<file path="src/common/swf_pkg.sv">
// Purpose: Shared constants and types for the status word and accumulator block
// Assumes: 8-bit special-function-register space, one clock
// Notes: Bit positions follow the status word layout
package swf_pkg;

  // ----------------------------------------------------------------
  // Register map
  // ----------------------------------------------------------------
  localparam logic [7:0] SWF_PSW_ADDR = 8'hd0;
  localparam logic [7:0] SWF_ACC_ADDR = 8'he0;
  localparam logic [7:0] SWF_PSW_RST = 8'h00;
  localparam logic [7:0] SWF_ACC_RST = 8'h00;
  localparam logic [7:0] SWF_AUX_RST = 8'h00;
  localparam logic [7:0] SWF_RDATA_RST = 8'h00;
  localparam logic [4:0] SWF_BASE_RST = 5'h00;

  // ----------------------------------------------------------------
  // Status word fields
  // ----------------------------------------------------------------
  localparam int SWF_CARRY_BIT = 7;
  localparam int SWF_HALF_BIT = 6;
  localparam int SWF_UF0_BIT = 5;
  localparam int SWF_BANK_HI_BIT = 4;
  localparam int SWF_BANK_LO_BIT = 3;
  localparam int SWF_RANGE_BIT = 2;
  localparam int SWF_UF1_BIT = 1;
  localparam int SWF_PARITY_BIT = 0;
  // Bank window is eight bytes wide
  localparam int SWF_BANK_SHIFT = 3;

  // ----------------------------------------------------------------
  // Arithmetic operations
  // ----------------------------------------------------------------
  typedef enum logic [2:0] {
    SWF_OP_ADD = 3'h0,
    SWF_OP_ADD_WITH_CARRY_OP = 3'h1,
    SWF_OP_SUBTRACT_WITH_BORROW_OP = 3'h2,
    SWF_OP_MUL = 3'h3,
    SWF_OP_DIV = 3'h4
  } swf_op_t;

  typedef struct packed {
    logic valid;
    swf_op_t code;
    logic [7:0] src;
  } swf_op_req_t;

  typedef struct packed {
    logic wr;
    logic [7:0] addr;
    logic [7:0] wdata;
  } swf_sfr_req_t;

endpackage : swf_pkg

</file>
<file path="src/hw/swf_status_word.sv">
// Purpose: Status word flags and accumulator of an 8-bit core
// Assumes: Requests come from core logic on CLK, so no synchronisers
// Notes: Arithmetic result has priority over a same-cycle register write to the bits it sets
`timescale 1ns/1ps
module swf_status_word
  import swf_pkg::*;
#(
  parameter int DATA_W = 8
) (
  input wire logic CLK,
  input wire logic RESETN,
  input wire swf_op_req_t OP_REQ,
  input wire swf_sfr_req_t SFR_REQ,
  output logic [DATA_W-1:0] SFR_RDATA,
  output logic [DATA_W-1:0] ACC_OUT,
  output logic [DATA_W-1:0] PSW_OUT,
  output logic [DATA_W-1:0] AUX_OUT,
  output logic [4:0] BANK_BASE
);

  // ----------------------------------------------------------------
  // Elaboration check
  // ----------------------------------------------------------------
  if (DATA_W != 8) begin : g_bad_width
    $error("swf_status_word supports only DATA_W of 8");
  end

  if (SWF_BANK_SHIFT + 2 > 5) begin : g_bad_shift
    $error("swf_status_word bank base does not fit five bits");
  end

  if (SWF_PSW_RST[SWF_PARITY_BIT] != ^SWF_ACC_RST) begin : g_bad_parity_rst
    $error("swf_status_word reset parity disagrees with reset accumulator");
  end

  // ----------------------------------------------------------------
  // State
  // ----------------------------------------------------------------
  logic [7:0] acc_q, acc_d;
  logic carry_q, carry_d;
  logic half_q, half_d;
  logic range_q, range_d;
  logic uf0_q, uf0_d;
  logic uf1_q, uf1_d;
  logic [1:0] bank_q, bank_d;
  logic parity_q;
  logic [7:0] aux_q, aux_d;
  logic [7:0] rdata_q;
  logic [4:0] base_q;
  logic parity_d;
  logic [4:0] base_d;

  // ----------------------------------------------------------------
  // Arithmetic datapath
  // ----------------------------------------------------------------
  wire [7:0] a = acc_q;
  wire [7:0] b = OP_REQ.src;
  wire cin = (OP_REQ.code == SWF_OP_ADD) ? 1'b0 : carry_q;
  wire [8:0] add_sum = {1'b0, a} + {1'b0, b} + {8'h00, cin};
  wire [4:0] add_nib = {1'b0, a[3:0]} + {1'b0, b[3:0]} + {4'h0, cin};
  wire [8:0] sub_dif = {1'b0, a} - {1'b0, b} - {8'h00, carry_q};
  wire [4:0] sub_nib = {1'b0, a[3:0]} - {1'b0, b[3:0]} - {4'h0, carry_q};
  wire [15:0] product = {8'h00, a} * {8'h00, b};
  wire div_zero = (b == 8'h00);
  wire [7:0] quot = div_zero ? a : a / b;
  wire [7:0] remd = div_zero ? 8'h00 : a % b;
  wire add_ovf = (a[7] == b[7]) && (add_sum[7] != a[7]);
  wire sub_ovf = (a[7] != b[7]) && (sub_dif[7] != a[7]);

  // ----------------------------------------------------------------
  // Register write decode
  // ----------------------------------------------------------------
  wire wr_psw = SFR_REQ.wr && (SFR_REQ.addr == SWF_PSW_ADDR);
  wire wr_acc = SFR_REQ.wr && (SFR_REQ.addr == SWF_ACC_ADDR);
  wire [7:0] wd = SFR_REQ.wdata;
  wire [7:0] psw_now = {carry_q, half_q, uf0_q, bank_q, range_q, uf1_q, parity_q};
  wire [7:0] rd_sel = (SFR_REQ.addr == SWF_PSW_ADDR) ? psw_now :
                      (SFR_REQ.addr == SWF_ACC_ADDR) ? acc_q : 8'h00;

  // An op result overrides a same-cycle write to the same bits
  always_comb begin
    acc_d = wr_acc ? wd : acc_q;
    carry_d = wr_psw ? wd[SWF_CARRY_BIT] : carry_q;
    half_d = wr_psw ? wd[SWF_HALF_BIT] : half_q;
    range_d = wr_psw ? wd[SWF_RANGE_BIT] : range_q;
    uf0_d = wr_psw ? wd[SWF_UF0_BIT] : uf0_q;
    uf1_d = wr_psw ? wd[SWF_UF1_BIT] : uf1_q;
    bank_d = wr_psw ? {wd[SWF_BANK_HI_BIT], wd[SWF_BANK_LO_BIT]} : bank_q;
    aux_d = aux_q;
    if (OP_REQ.valid) begin
      case (OP_REQ.code)
        SWF_OP_ADD, SWF_OP_ADD_WITH_CARRY_OP: begin
          acc_d = add_sum[7:0];
          carry_d = add_sum[8];
          half_d = add_nib[4];
          range_d = add_ovf;
        end
        SWF_OP_SUBTRACT_WITH_BORROW_OP: begin
          acc_d = sub_dif[7:0];
          carry_d = sub_dif[8];
          half_d = sub_nib[4];
          range_d = sub_ovf;
        end
        SWF_OP_MUL: begin
          acc_d = product[7:0];
          aux_d = product[15:8];
          carry_d = 1'b0;
          half_d = 1'b0;
          range_d = |product[15:8];
        end
        SWF_OP_DIV: begin
          acc_d = quot;
          aux_d = remd;
          carry_d = 1'b0;
          half_d = 1'b0;
          range_d = div_zero;
        end
        default: begin
          acc_d = acc_q;
        end
      endcase
    end
  end

  // ----------------------------------------------------------------
  // Derived next values
  // ----------------------------------------------------------------
  // Taken from next values so the outputs never lag one another
  // parity of the accumulator about to be stored
  assign parity_d = ^acc_d;
  assign base_d = 5'(bank_d) << SWF_BANK_SHIFT;

  // ----------------------------------------------------------------
  // Registers
  // ----------------------------------------------------------------
  // Accumulator and the high byte or remainder paired with it
  always_ff @(posedge CLK or negedge RESETN) begin
    if (!RESETN) begin
      acc_q <= SWF_ACC_RST;
      aux_q <= SWF_AUX_RST;
    end else begin
      acc_q <= acc_d;
      aux_q <= aux_d;
    end
  end

  // Result flags, written by arithmetic or by software
  always_ff @(posedge CLK or negedge RESETN) begin
    if (!RESETN) begin
      carry_q <= SWF_PSW_RST[SWF_CARRY_BIT];
      half_q <= SWF_PSW_RST[SWF_HALF_BIT];
      range_q <= SWF_PSW_RST[SWF_RANGE_BIT];
    end else begin
      carry_q <= carry_d;
      half_q <= half_d;
      range_q <= range_d;
    end
  end

  // user flags and bank change only on writes
  always_ff @(posedge CLK or negedge RESETN) begin
    if (!RESETN) begin
      uf0_q <= SWF_PSW_RST[SWF_UF0_BIT];
      uf1_q <= SWF_PSW_RST[SWF_UF1_BIT];
      bank_q <= {SWF_PSW_RST[SWF_BANK_HI_BIT], SWF_PSW_RST[SWF_BANK_LO_BIT]};
    end else begin
      uf0_q <= uf0_d;
      uf1_q <= uf1_d;
      bank_q <= bank_d;
    end
  end

  // parity has no PSW write path; it follows acc_d, so accumulator writes change it
  always_ff @(posedge CLK or negedge RESETN) begin
    if (!RESETN) begin
      parity_q <= SWF_PSW_RST[SWF_PARITY_BIT];
    end else begin
      parity_q <= parity_d;
    end
  end

  // Base kept in its own flop so the output needs no shifter
  always_ff @(posedge CLK or negedge RESETN) begin
    if (!RESETN) begin
      base_q <= SWF_BASE_RST;
    end else begin
      base_q <= base_d;
    end
  end

  // Read data trails the address by one cycle
  always_ff @(posedge CLK or negedge RESETN) begin
    if (!RESETN) begin
      rdata_q <= SWF_RDATA_RST;
    end else begin
      rdata_q <= rd_sel;
    end
  end

  assign ACC_OUT = acc_q;
  assign PSW_OUT = {carry_q, half_q, uf0_q, bank_q, range_q, uf1_q, parity_q};
  assign AUX_OUT = aux_q;
  assign SFR_RDATA = rdata_q;
  assign BANK_BASE = base_q;

endmodule : swf_status_word

</file>
<file path="config.mk">
export PLATFORM = sky130hd
export DESIGN_NAME = swf_status_word
export DESIGN_NICKNAME = d
export VERILOG_FILES = /design/src/common/swf_pkg.sv /design/src/hw/swf_status_word.sv
export SDC_FILE = /design/constraint.sdc
export NUM_CORES = 1
export LEC_CHECK = 0
export ABC_AREA = 1
export BUFFER_PORTS_ARGS = -buffer_cell sky130_fd_sc_hd__buf_4
export CAP_MARGIN = 30
export CORE_MARGIN = 1
export CORE_UTILIZATION = 38
export CTS_CLUSTER_DIAMETER = 40
export CTS_CLUSTER_SIZE = 16
export DETAILED_ROUTE_END_ITERATION = 16
export PLACE_DENSITY = 0.54
export SLEW_MARGIN = 10
export SYNTH_ARGS = -nofsm -noshare
export SYNTH_HDL_FRONTEND = slang
export SYNTH_SLANG_ARGS = --single-unit
</file>
<file path="constraint.sdc">
create_clock -name CLK -period 19.6 [get_ports CLK]
set_clock_uncertainty 0.2 [all_clocks]
set_input_delay 0.98 -clock CLK [delete_from_list [all_inputs] [get_ports CLK]]
set_output_delay 0.98 -clock CLK [all_outputs]
set_load 0.05 [all_outputs]
</file>
==> out/metrics.cfg, run 1 <==
[synthesis]
yosysWarnings=0
synth_edf_count=0
yosys.cell_types.count=48
syn_inst=1108
synth_ff_type=dfrtp_1
ys_ff_latch=32
syn_avg_cell_area_sq_um=6.51
synth-seq-area-share=0.111
async_flop_share=1.00
syn_area_sq_um=7220

[clock_network]
numCtsBuffers=5
h-tree-depth=2
path_clk_slew_ns=0.05
cts_root_buf=clkbuf_16
clk-insertion-delay-late_ns=0.28
ctsHoldBuffers=0
cts_num_sinks=32
post-cts-setup-buffer-count=0
cts_tree=built
cts_buffer_depth=2
ctsResizeCount=0

[die]
row_count=50
die_area_sq_um=19600
core_area_sq_um=18600
ios=68
die_h_um=140
start_util=0.387
fp.dieW_um=140

[pwr]
peakVddDrop_mv=0.0944
p_sw_uw=838
combPwrFrac=0.858
power.leakage_uw=0.00466
switching_share=0.598
power_frac_seq=0.079
p_per_area_nw_per_um2=176
p_clk_frac=0.063
internal_power_uw=564

[placed_design]
gp_congestion=0.931
port_buffers=64
dp.final_hpwl_mm=17.9

[setup_path]
critPathMaxFanout=14
arrival_ns=10.70
cp-end-kind=flop
critPathLaunchType=input pin
max_stage_delay_ns=0.43
worst_ep_required_time_ns=19.57
path_common_cell=nand2_1
r2r_setup_slack_ns=9.60
slowest_stage=fa_1
path_class=in -> reg

[timing]
slew_headroom=0.424
tightest_slew_ns=0.861
tns_ns=0
min_period_ns=10.73
holdWs_ns=0.316
rsz0062_at_grt=no
period_share=0.548
maxSlewViolCount=0
final_hold_viol_count=0
setup_viol=0
max_freq_ghz=0.0932

[finish]
layout_common_cells=nand2_1, inv_1, ha_1, nand3_1, buf_4
final_common_cell=nand2_1
antenna_cells=0
seq_area_sq_um=801
fill_cells=2020
fin_nets=1321
area_growth_pct=10.6
multi_input_area_sq_um=5390
drive_above_1_share=0.105

[global_routing]
grt_start_max_net_pins=33
grt_pass1_wl_mm=35.7
grt-ovfl-total=0
first_global_vias=6721
grt_use_total=0.234
antenna_found_initial=0

[worst_hold_path]
hp-class=reg -> reg

[drt]
drt_iter0_drc=486
drt-total-wl_mm=22.2
drc_errors=0
wl_per_cell_um=16.1
via_per_inst=5.05
dr.pass1.iters=5
ant_nets=0
vias=6990

[flow_run]
maxCapViolCount=0

[outcome]
status=completed

## registers in the layout, indices dropped and copies added, names as in the netlist
name	cells
ACC_OUT	8
AUX_OUT	8
BANK_BASE	2
SFR_RDATA	8
carry_q	1
half_q	1
parity_q	1
range_q	1
uf0_q	1
uf1_q	1
## worst max-delay path, delay by kind of cell
family	cells	cell delay (ns)
AND/OR/NAND/NOR	36	3.69
AO/OA/AOI/OAI	13	2.02
buffers and inverters	14	1.39
adder cells (fa/ha/maj)	8	2.64
## worst paths after layout
check | to | cells past startpoint | start
max | parity_q$_DFF_PN0_ | 71 | OP_REQ[0]
min | AUX_OUT[1]$_DFFE_PN0P_ | 1 | AUX_OUT[1]$_DFFE_PN0P_
max reg2reg | parity_q$_DFF_PN0_ | 69 | ACC_OUT[7]$_DFF_PN0_
min reg2reg | AUX_OUT[1]$_DFFE_PN0P_ | 1 | AUX_OUT[1]$_DFFE_PN0P_
max in group asynchronous | AUX_OUT[6]$_DFFE_PN0P_ | 1 | RESETN
min in group asynchronous | uf0_q$_DFFE_PN0P_ | 1 | RESETN
## per-layer routing
metal  part of all wire  up-vias  global-route usage
met5                  0        -                   0
met4              0.019        0              0.0486
li1                   -     3565                   -
met1               0.49     3250               0.328
met2               0.45      156               0.385
met3              0.043       19              0.0255
## metrics by stage
stage | utilization | cells | total power (uW) | area (sq um) | setup WS (ns)
2_1_floorplan | - | 1110 | 995 | 7230 | 10.07
3_3_place_gp | 0.419 | 1377 | 1300 | 7820 | 8.70
3_5_place_dp | 0.419 | 1377 | 1300 | 7820 | 8.59
4_1_cts | 0.428 | 1385 | 1400 | 7980 | 8.86
5_1_grt | 0.428 | 1385 | 1560 | 7980 | 7.83
6_report | 0.428 | 1385 | 1400 | 7980 | 8.87
## logic make-up (layout without fill, tap and decap cells)
family,after synthesis,after routing,synth area share
flops,32,32,0.111
buf+inv,252,293,0.143
fa+ha+maj,140,140,0.285
compound gates,137,137,0.111
simple gates,515,515,0.312
xor+xnor,31,31,0.0376
other cells,1,3,0.000520
## area by class of cell
| class | count | area share |
|---|---|---|
| clock inverter | 2 | 0.00439 |
| multi-input combinational | 826 | 0.676 |
| inverter | 216 | 0.102 |
| sequential | 32 | 0.100 |
| tap | 234 | 0.0367 |
| timing repair buffer | 69 | 0.0649 |
| clock buffer | 6 | 0.0161 |
## power by group through the flow
stage | combinational, uW | clock [uW] | sequential, uW
global route | 1360 | 92.4 | 112
CTS | 1200 | 89.4 | 110
finish | 1200 | 87.9 | 111
floorplan | 849 | 0 | 146
global placement | 1190 | 0 | 112
detailed placement | 1190 | 0 | 111
## synth_stat cells, types with 6 or more instances
cell / instances / share of area
nand2_1: 299 / 0.16
inv_1: 207 / 0.11
ha_1: 99 / 0.17
nand3_1: 94 / 0.065
nor2_1: 62 / 0.032
a21oi_1: 51 / 0.035
fa_1: 41 / 0.11
o21ai_0: 41 / 0.028
dfrtp_1: 32 / 0.11
xor2_1: 28 / 0.034
buf_4: 15 / 0.016
clkbuf_1: 13 / 0.0068
nand4_1: 10 / 0.0087
nor3_1: 9 / 0.0062
o21ai_1: 8 / 0.0055
or2_2: 8 / 0.0069
and2_1: 7 / 0.0061
inv_2: 7 / 0.0036
o21ai_2: 7 / 0.0085
o211ai_1: 6 / 0.0062
(Power assumes the default switching activity.)
==> run 2, diff against run 1 <==
ABC_AREA = 0   (was 1)
PLACE_DENSITY = 0.57   (was 0.54)
clock period = 9.5 ns   (was 19.6 ns; I/O delays follow)
==> run 2 against run 1 <==
  * The flow now finishes with violations (setup timing)
  * Worst hold slack lost 0.078 ns
  * Critical path type unchanged
  * Worst setup slack lost 9.4 ns
  * Cell count shrank 15%
  * Synthesized area shrank 11%
  * Flip-flop and latch count is the same
  * Final area grew 11%
  * Die area shrank 10%
  * Sequential share of layout area shrank 0.95 points
  * First-iteration DRC count shrank 21%
  * Synthesized cell count shrank 30%
==> out/metrics.cfg, run 2 <==
[outcome]
status=complete, but fails checks
violations=setup timing

[clock_network]
cts_num_sinks=32
numCtsBuffers=5
path_clk_slew_ns=0.06
clk-insertion-delay-late_ns=0.28
cts_tree=built
cts_buffer_depth=2
cts_root_buf=clkbuf_16
h-tree-depth=2

[die]
die_area_sq_um=17500
start_util=0.389
die_h_um=132
ios=68
fp.dieW_um=132
core_area_sq_um=16600
row_count=47

[placed_design]
dp.final_hpwl_mm=18.0
dp_cells=1141
gp_congestion=0.954
placed_cell_area_sq_um=8010
port_buffers=64

[finish]
layout_common_cells=buf_4, inv_1, nor2_1, ha_1, nand2_1
final_common_cell=buf_4
design_area_sq_um=8830
fin_nets=1134
finalNonFillerCells=1184
antenna_cells=0
area_growth_pct=36.8
drive_above_1_share=0.316

[setup_path]
worst_ep_required_time_ns=9.46
arrival_ns=9.98
r2r.worst_path.cells=48
r2r_end=parity_q$_DFF_PN0_
r2r-start=ACC_OUT[7]$_DFF_PN0_
max_stage_delay_ns=0.35
slowest_stage=nor4_4
crit_buf_inv=7
path_class=in -> reg
r2r_setup_slack_ns=-0.49
critPathMaxFanout=6
cp-end-kind=flop
critPathLaunchType=input pin
path_common_cell=ha_4
path_delay_family=compound AO/OA/AOI/OAI gates

[global_routing]
grt-ovfl-total=0
grt_pass1_wl_mm=35.6
grt_use_total=0.262
first_global_vias=6386
grt_start_max_net_pins=33
antenna_found_initial=0

[synthesis]
syn_avg_cell_area_sq_um=8.29
ys_top_cells_by_area=ha_1, fa_1, dfrtp_1, inv_1, nor2_1
syn_area_sq_um=6460
synth-seq-area-share=0.124
synthTopCellsByCount=ha_1, inv_1, nor2_1
ys_ff_latch=32
yosys.cell_types.count=74
synth.most_common_cell=ha_1
synth_top_area_frac=0.192
yosysTopAreaCell=ha_1
synth_ff_type=dfrtp_1
syn_inst=779
yosysWarnings=0
synth_edf_count=0
async_flop_share=1.00

[timing]
min_period_ns=10.02
tightest_slew_ns=0.792
setup_viol=10
rsz0062_at_grt=yes
max_freq_ghz=0.0998
setup_ws_ns=-0.523
holdWs_ns=0.239
final_hold_viol_count=0
period_share=1.06
slew_headroom=0.469
maxSlewViolCount=0

[worst_hold_path]
hold_end=BANK_BASE[4]$_DFFE_PN0P_
hp-class=in -> reg
hp-start=SFR_REQ[4]
worstHoldPathCells=2

[drt]
vias=6410
drt_iter0_drc=383
drt-total-wl_mm=22.7
drc_errors=0
via_per_inst=5.41
dr.pass1.iters=5
wl_per_cell_um=19.2
ant_nets=0

[flow_run]
maxCapViolCount=0

-- run 2: cell count changes after synthesis, moves of 15 or more --
cell	previous run	this run
inv_1	207	90
nand2_1	299	64
nand3_1	94	11
nor2_1	62	84
o21a_1	0	17
xnor2_1	3	32
xor2_1	28	13
-- run 2: per-stage QoR --
| stage | utilization | setup slack [ns] | setup TNS [ns] |
|---|---|---|---|
| 6_report | 0.533 | -0.523 | -4.01 |
| 5_1_grt | 0.533 | -0.977 | -8.86 |
| 4_1_cts | 0.519 | -0.281 | -1.73 |
| 3_5_place_dp | 0.483 | -1.08 | -9.50 |
| 3_3_place_gp | 0.483 | -0.762 | -6.57 |
| 2_1_floorplan | - | -0.550 | -3.67 |
-- run 2: cell families after synthesis --
kind of cell	Yosys count	synth area share
simple gates	232	0.172
other cells	1	0.000581
buf+inv	123	0.0816
compound gates	180	0.194
xor+xnor	46	0.0645
fa+ha+maj	140	0.319
mux	25	0.0446
flops	32	0.124
-- run 2: final cells by class --
type | instances | area (sq um)
repair buffers | 206 | 1610
inverters | 92 | 345
clock inverters | 3 | 42.5
flip-flops and latches | 32 | 802
multi-input cells | 626 | 5630
fillers | 1599 | 7750
well taps | 220 | 275
clock buffers | 5 | 125
-- run 2: timing repair --
| item | CTS | global route |
|---|---|---|
| setup buffers | 25 | 9 |
| endpoints found under the setup margin | 10 | 10 |
| pin swaps | 37 | 35 |
| hold buffers | 1 | 0 |
| endpoints found under the hold margin | 32 | 0 |
| gates resized for setup | 44 | 21 |
-- run 2: worst max-delay path by stage --
stage,startpoint,to,depth (start not counted)
after floorplan,OP_REQ[5],AUX_OUT[2]$_DFFE_PN0P_,50
after global placement,OP_REQ[7],parity_q$_DFF_PN0_,52
after detailed placement,OP_REQ[7],parity_q$_DFF_PN0_,51
after CTS,OP_REQ[5],parity_q$_DFF_PN0_,53
after global routing,OP_REQ[7],parity_q$_DFF_PN0_,51
final,OP_REQ[7],parity_q$_DFF_PN0_,51
-- run 2: per-layer routing --
metal / global-route usage / vias up / part of all wire
li1: - / 3078 / -
met1: 0.349 / 3020 / 0.44
met5: 0 / - / 0
met4: 0.0734 / 0 / 0.033
met3: 0.0204 / 51 / 0.055
met2: 0.454 / 261 / 0.47
Power of run 2 is left out: the tool's default activity adds up to more than one toggle a clock period on the data nets, which glitch-free logic cannot reach.
==> run 3, diff against run 2 <==
CORE_ASPECT_RATIO = 0.8   (was unset)
==> run 3 against run 2 <==
  * The flow still finishes with violations (setup timing)
  * Via count down 0.20%
  * Critical endpoint unchanged
  * Register-to-register slack better by 0.12 ns
  * Worst setup slack better by 0.14 ns
  * Cell count down 1.0%
  * Flip-flop and latch count unchanged
==> out/metrics.cfg, run 3 (same netlist as run 2, synthesis figures left out) <==
[worst_hold_path]
hp-class=in -> reg

[setup_path]
worst_ep_required_time_ns=9.45
slowest_stage=or3_4
arrival_ns=9.84
cp-end-kind=flop
path_class=in -> reg
max_stage_delay_ns=0.42
critPathLaunchType=input pin
critPathMaxFanout=7
path_common_cell=ha_4

[global_routing]
grt-ovfl-total=0
grt_use_total=0.263
grt_start_max_net_pins=33
grt_pass1_wl_mm=35.2
first_global_vias=6223
antenna_found_initial=0

[drt]
dr.pass1.iters=5
wl_per_cell_um=19.4
drc_errors=0
drt_iter0_drc=422
vias=6397
drt-total-wl_mm=22.7
ant_nets=0
via_per_inst=5.46

[placed_design]
post-place-ws_ns=-0.905
gp_congestion=0.930
dp.final_hpwl_mm=18.2
dp_cells=1141
port_buffers=64

[clock_network]
cts_num_sinks=32
h-tree-depth=2
clk-insertion-delay-late_ns=0.27
cts_tree=built
numCtsBuffers=5
path_clk_slew_ns=0.05
cts_root_buf=clkbuf_16
cts_buffer_depth=2

[outcome]
violations=setup timing
status=complete, but fails checks

[timing]
tightest_slew_ns=0.842
min_period_ns=9.89
holdWs_ns=0.257
rsz0062_at_grt=yes
period_share=1.04
maxSlewViolCount=0
final_hold_viol_count=0
setup_ws_ns=-0.387
max_freq_ghz=0.101
setup_viol=10
slew_headroom=0.435

[finish]
fin_nets=1123
layout_common_cells=buf_4, inv_1, ha_1, nor2_1, nand2_1
finalNonFillerCells=1172
fill_cells=1620
area_growth_pct=34.9
post-route-util=0.525
drive_above_1_share=0.317
antenna_cells=0
final_common_cell=buf_4
seq_area_sq_um=802
multi_input_area_sq_um=5640

[die]
row_count=42
start_util=0.389
core_area_sq_um=16600
die_h_um=119
ios=68
die_area_sq_um=17500
fp.dieW_um=148

[flow_run]
maxCapViolCount=0

## run 3: area by class of cell
type | instances | area share
inverter | 92 | 0.0396
tap | 220 | 0.0316
timing repair buffer | 195 | 0.174
clock buffer | 6 | 0.0148
multi-input combinational | 626 | 0.647
sequential | 32 | 0.0920
clock inverter | 1 | 0.000574
## run 3: final timing paths
| kind | start | endpoint | slack (ns) | depth (start not counted) |
|---|---|---|---|---|
| max in group asynchronous | RESETN | ACC_OUT[7]$_DFF_PN0_ | 8.29 | 2 |
| max reg2reg | ACC_OUT[7]$_DFF_PN0_ | parity_q$_DFF_PN0_ | -0.37 | 48 |
| min reg2reg | AUX_OUT[0]$_DFFE_PN0P_ | AUX_OUT[0]$_DFFE_PN0P_ | 0.31 | 2 |
| min | SFR_REQ[5] | uf0_q$_DFFE_PN0P_ | 0.26 | 2 |
| min in group asynchronous | RESETN | AUX_OUT[1]$_DFFE_PN0P_ | 0.49 | 2 |
| max | OP_REQ[6] | parity_q$_DFF_PN0_ | -0.39 | 49 |
## run 3: critical path, delay by kind of cell
| kind | cells | cell delay (ns) |
|---|---|---|
| adder cells (fa/ha/maj) | 7 | 1.59 |
| AO/OA/AOI/OAI | 20 | 3.22 |
| multiplexers | 5 | 1.53 |
| AND/OR/NAND/NOR | 9 | 1.93 |
| XOR/XNOR | 2 | 0.41 |
| buffers and inverters | 6 | 0.69 |
## run 3: timing repair
| item | CTS | global route |
|---|---|---|
| pin swaps | 26 | 39 |
| hold endpoints to repair | 32 | 0 |
| setup buffers | 9 | 14 |
| resized for setup | 32 | 45 |
| hold buffers | 1 | 0 |
| setup endpoints to repair | 10 | 10 |
## run 3: per-layer routing
layer  GRT usage  share of wire
met1       0.387           0.48
met2       0.407           0.43
met3      0.0328          0.071
met4      0.0599          0.017
met5           0              0
## run 3: through the flow
| stage | TNS [ns] | instance area [sq um] |
|---|---|---|
| 2_1_floorplan | -3.67 | 6640 |
| 3_3_place_gp | -5.72 | 8010 |
| 3_5_place_dp | -7.45 | 8010 |
| 4_1_cts | -1.68 | 8390 |
| 5_1_grt | -7.06 | 8710 |
| 6_report | -3.02 | 8710 |
Power of run 3 is left out for the same reason.
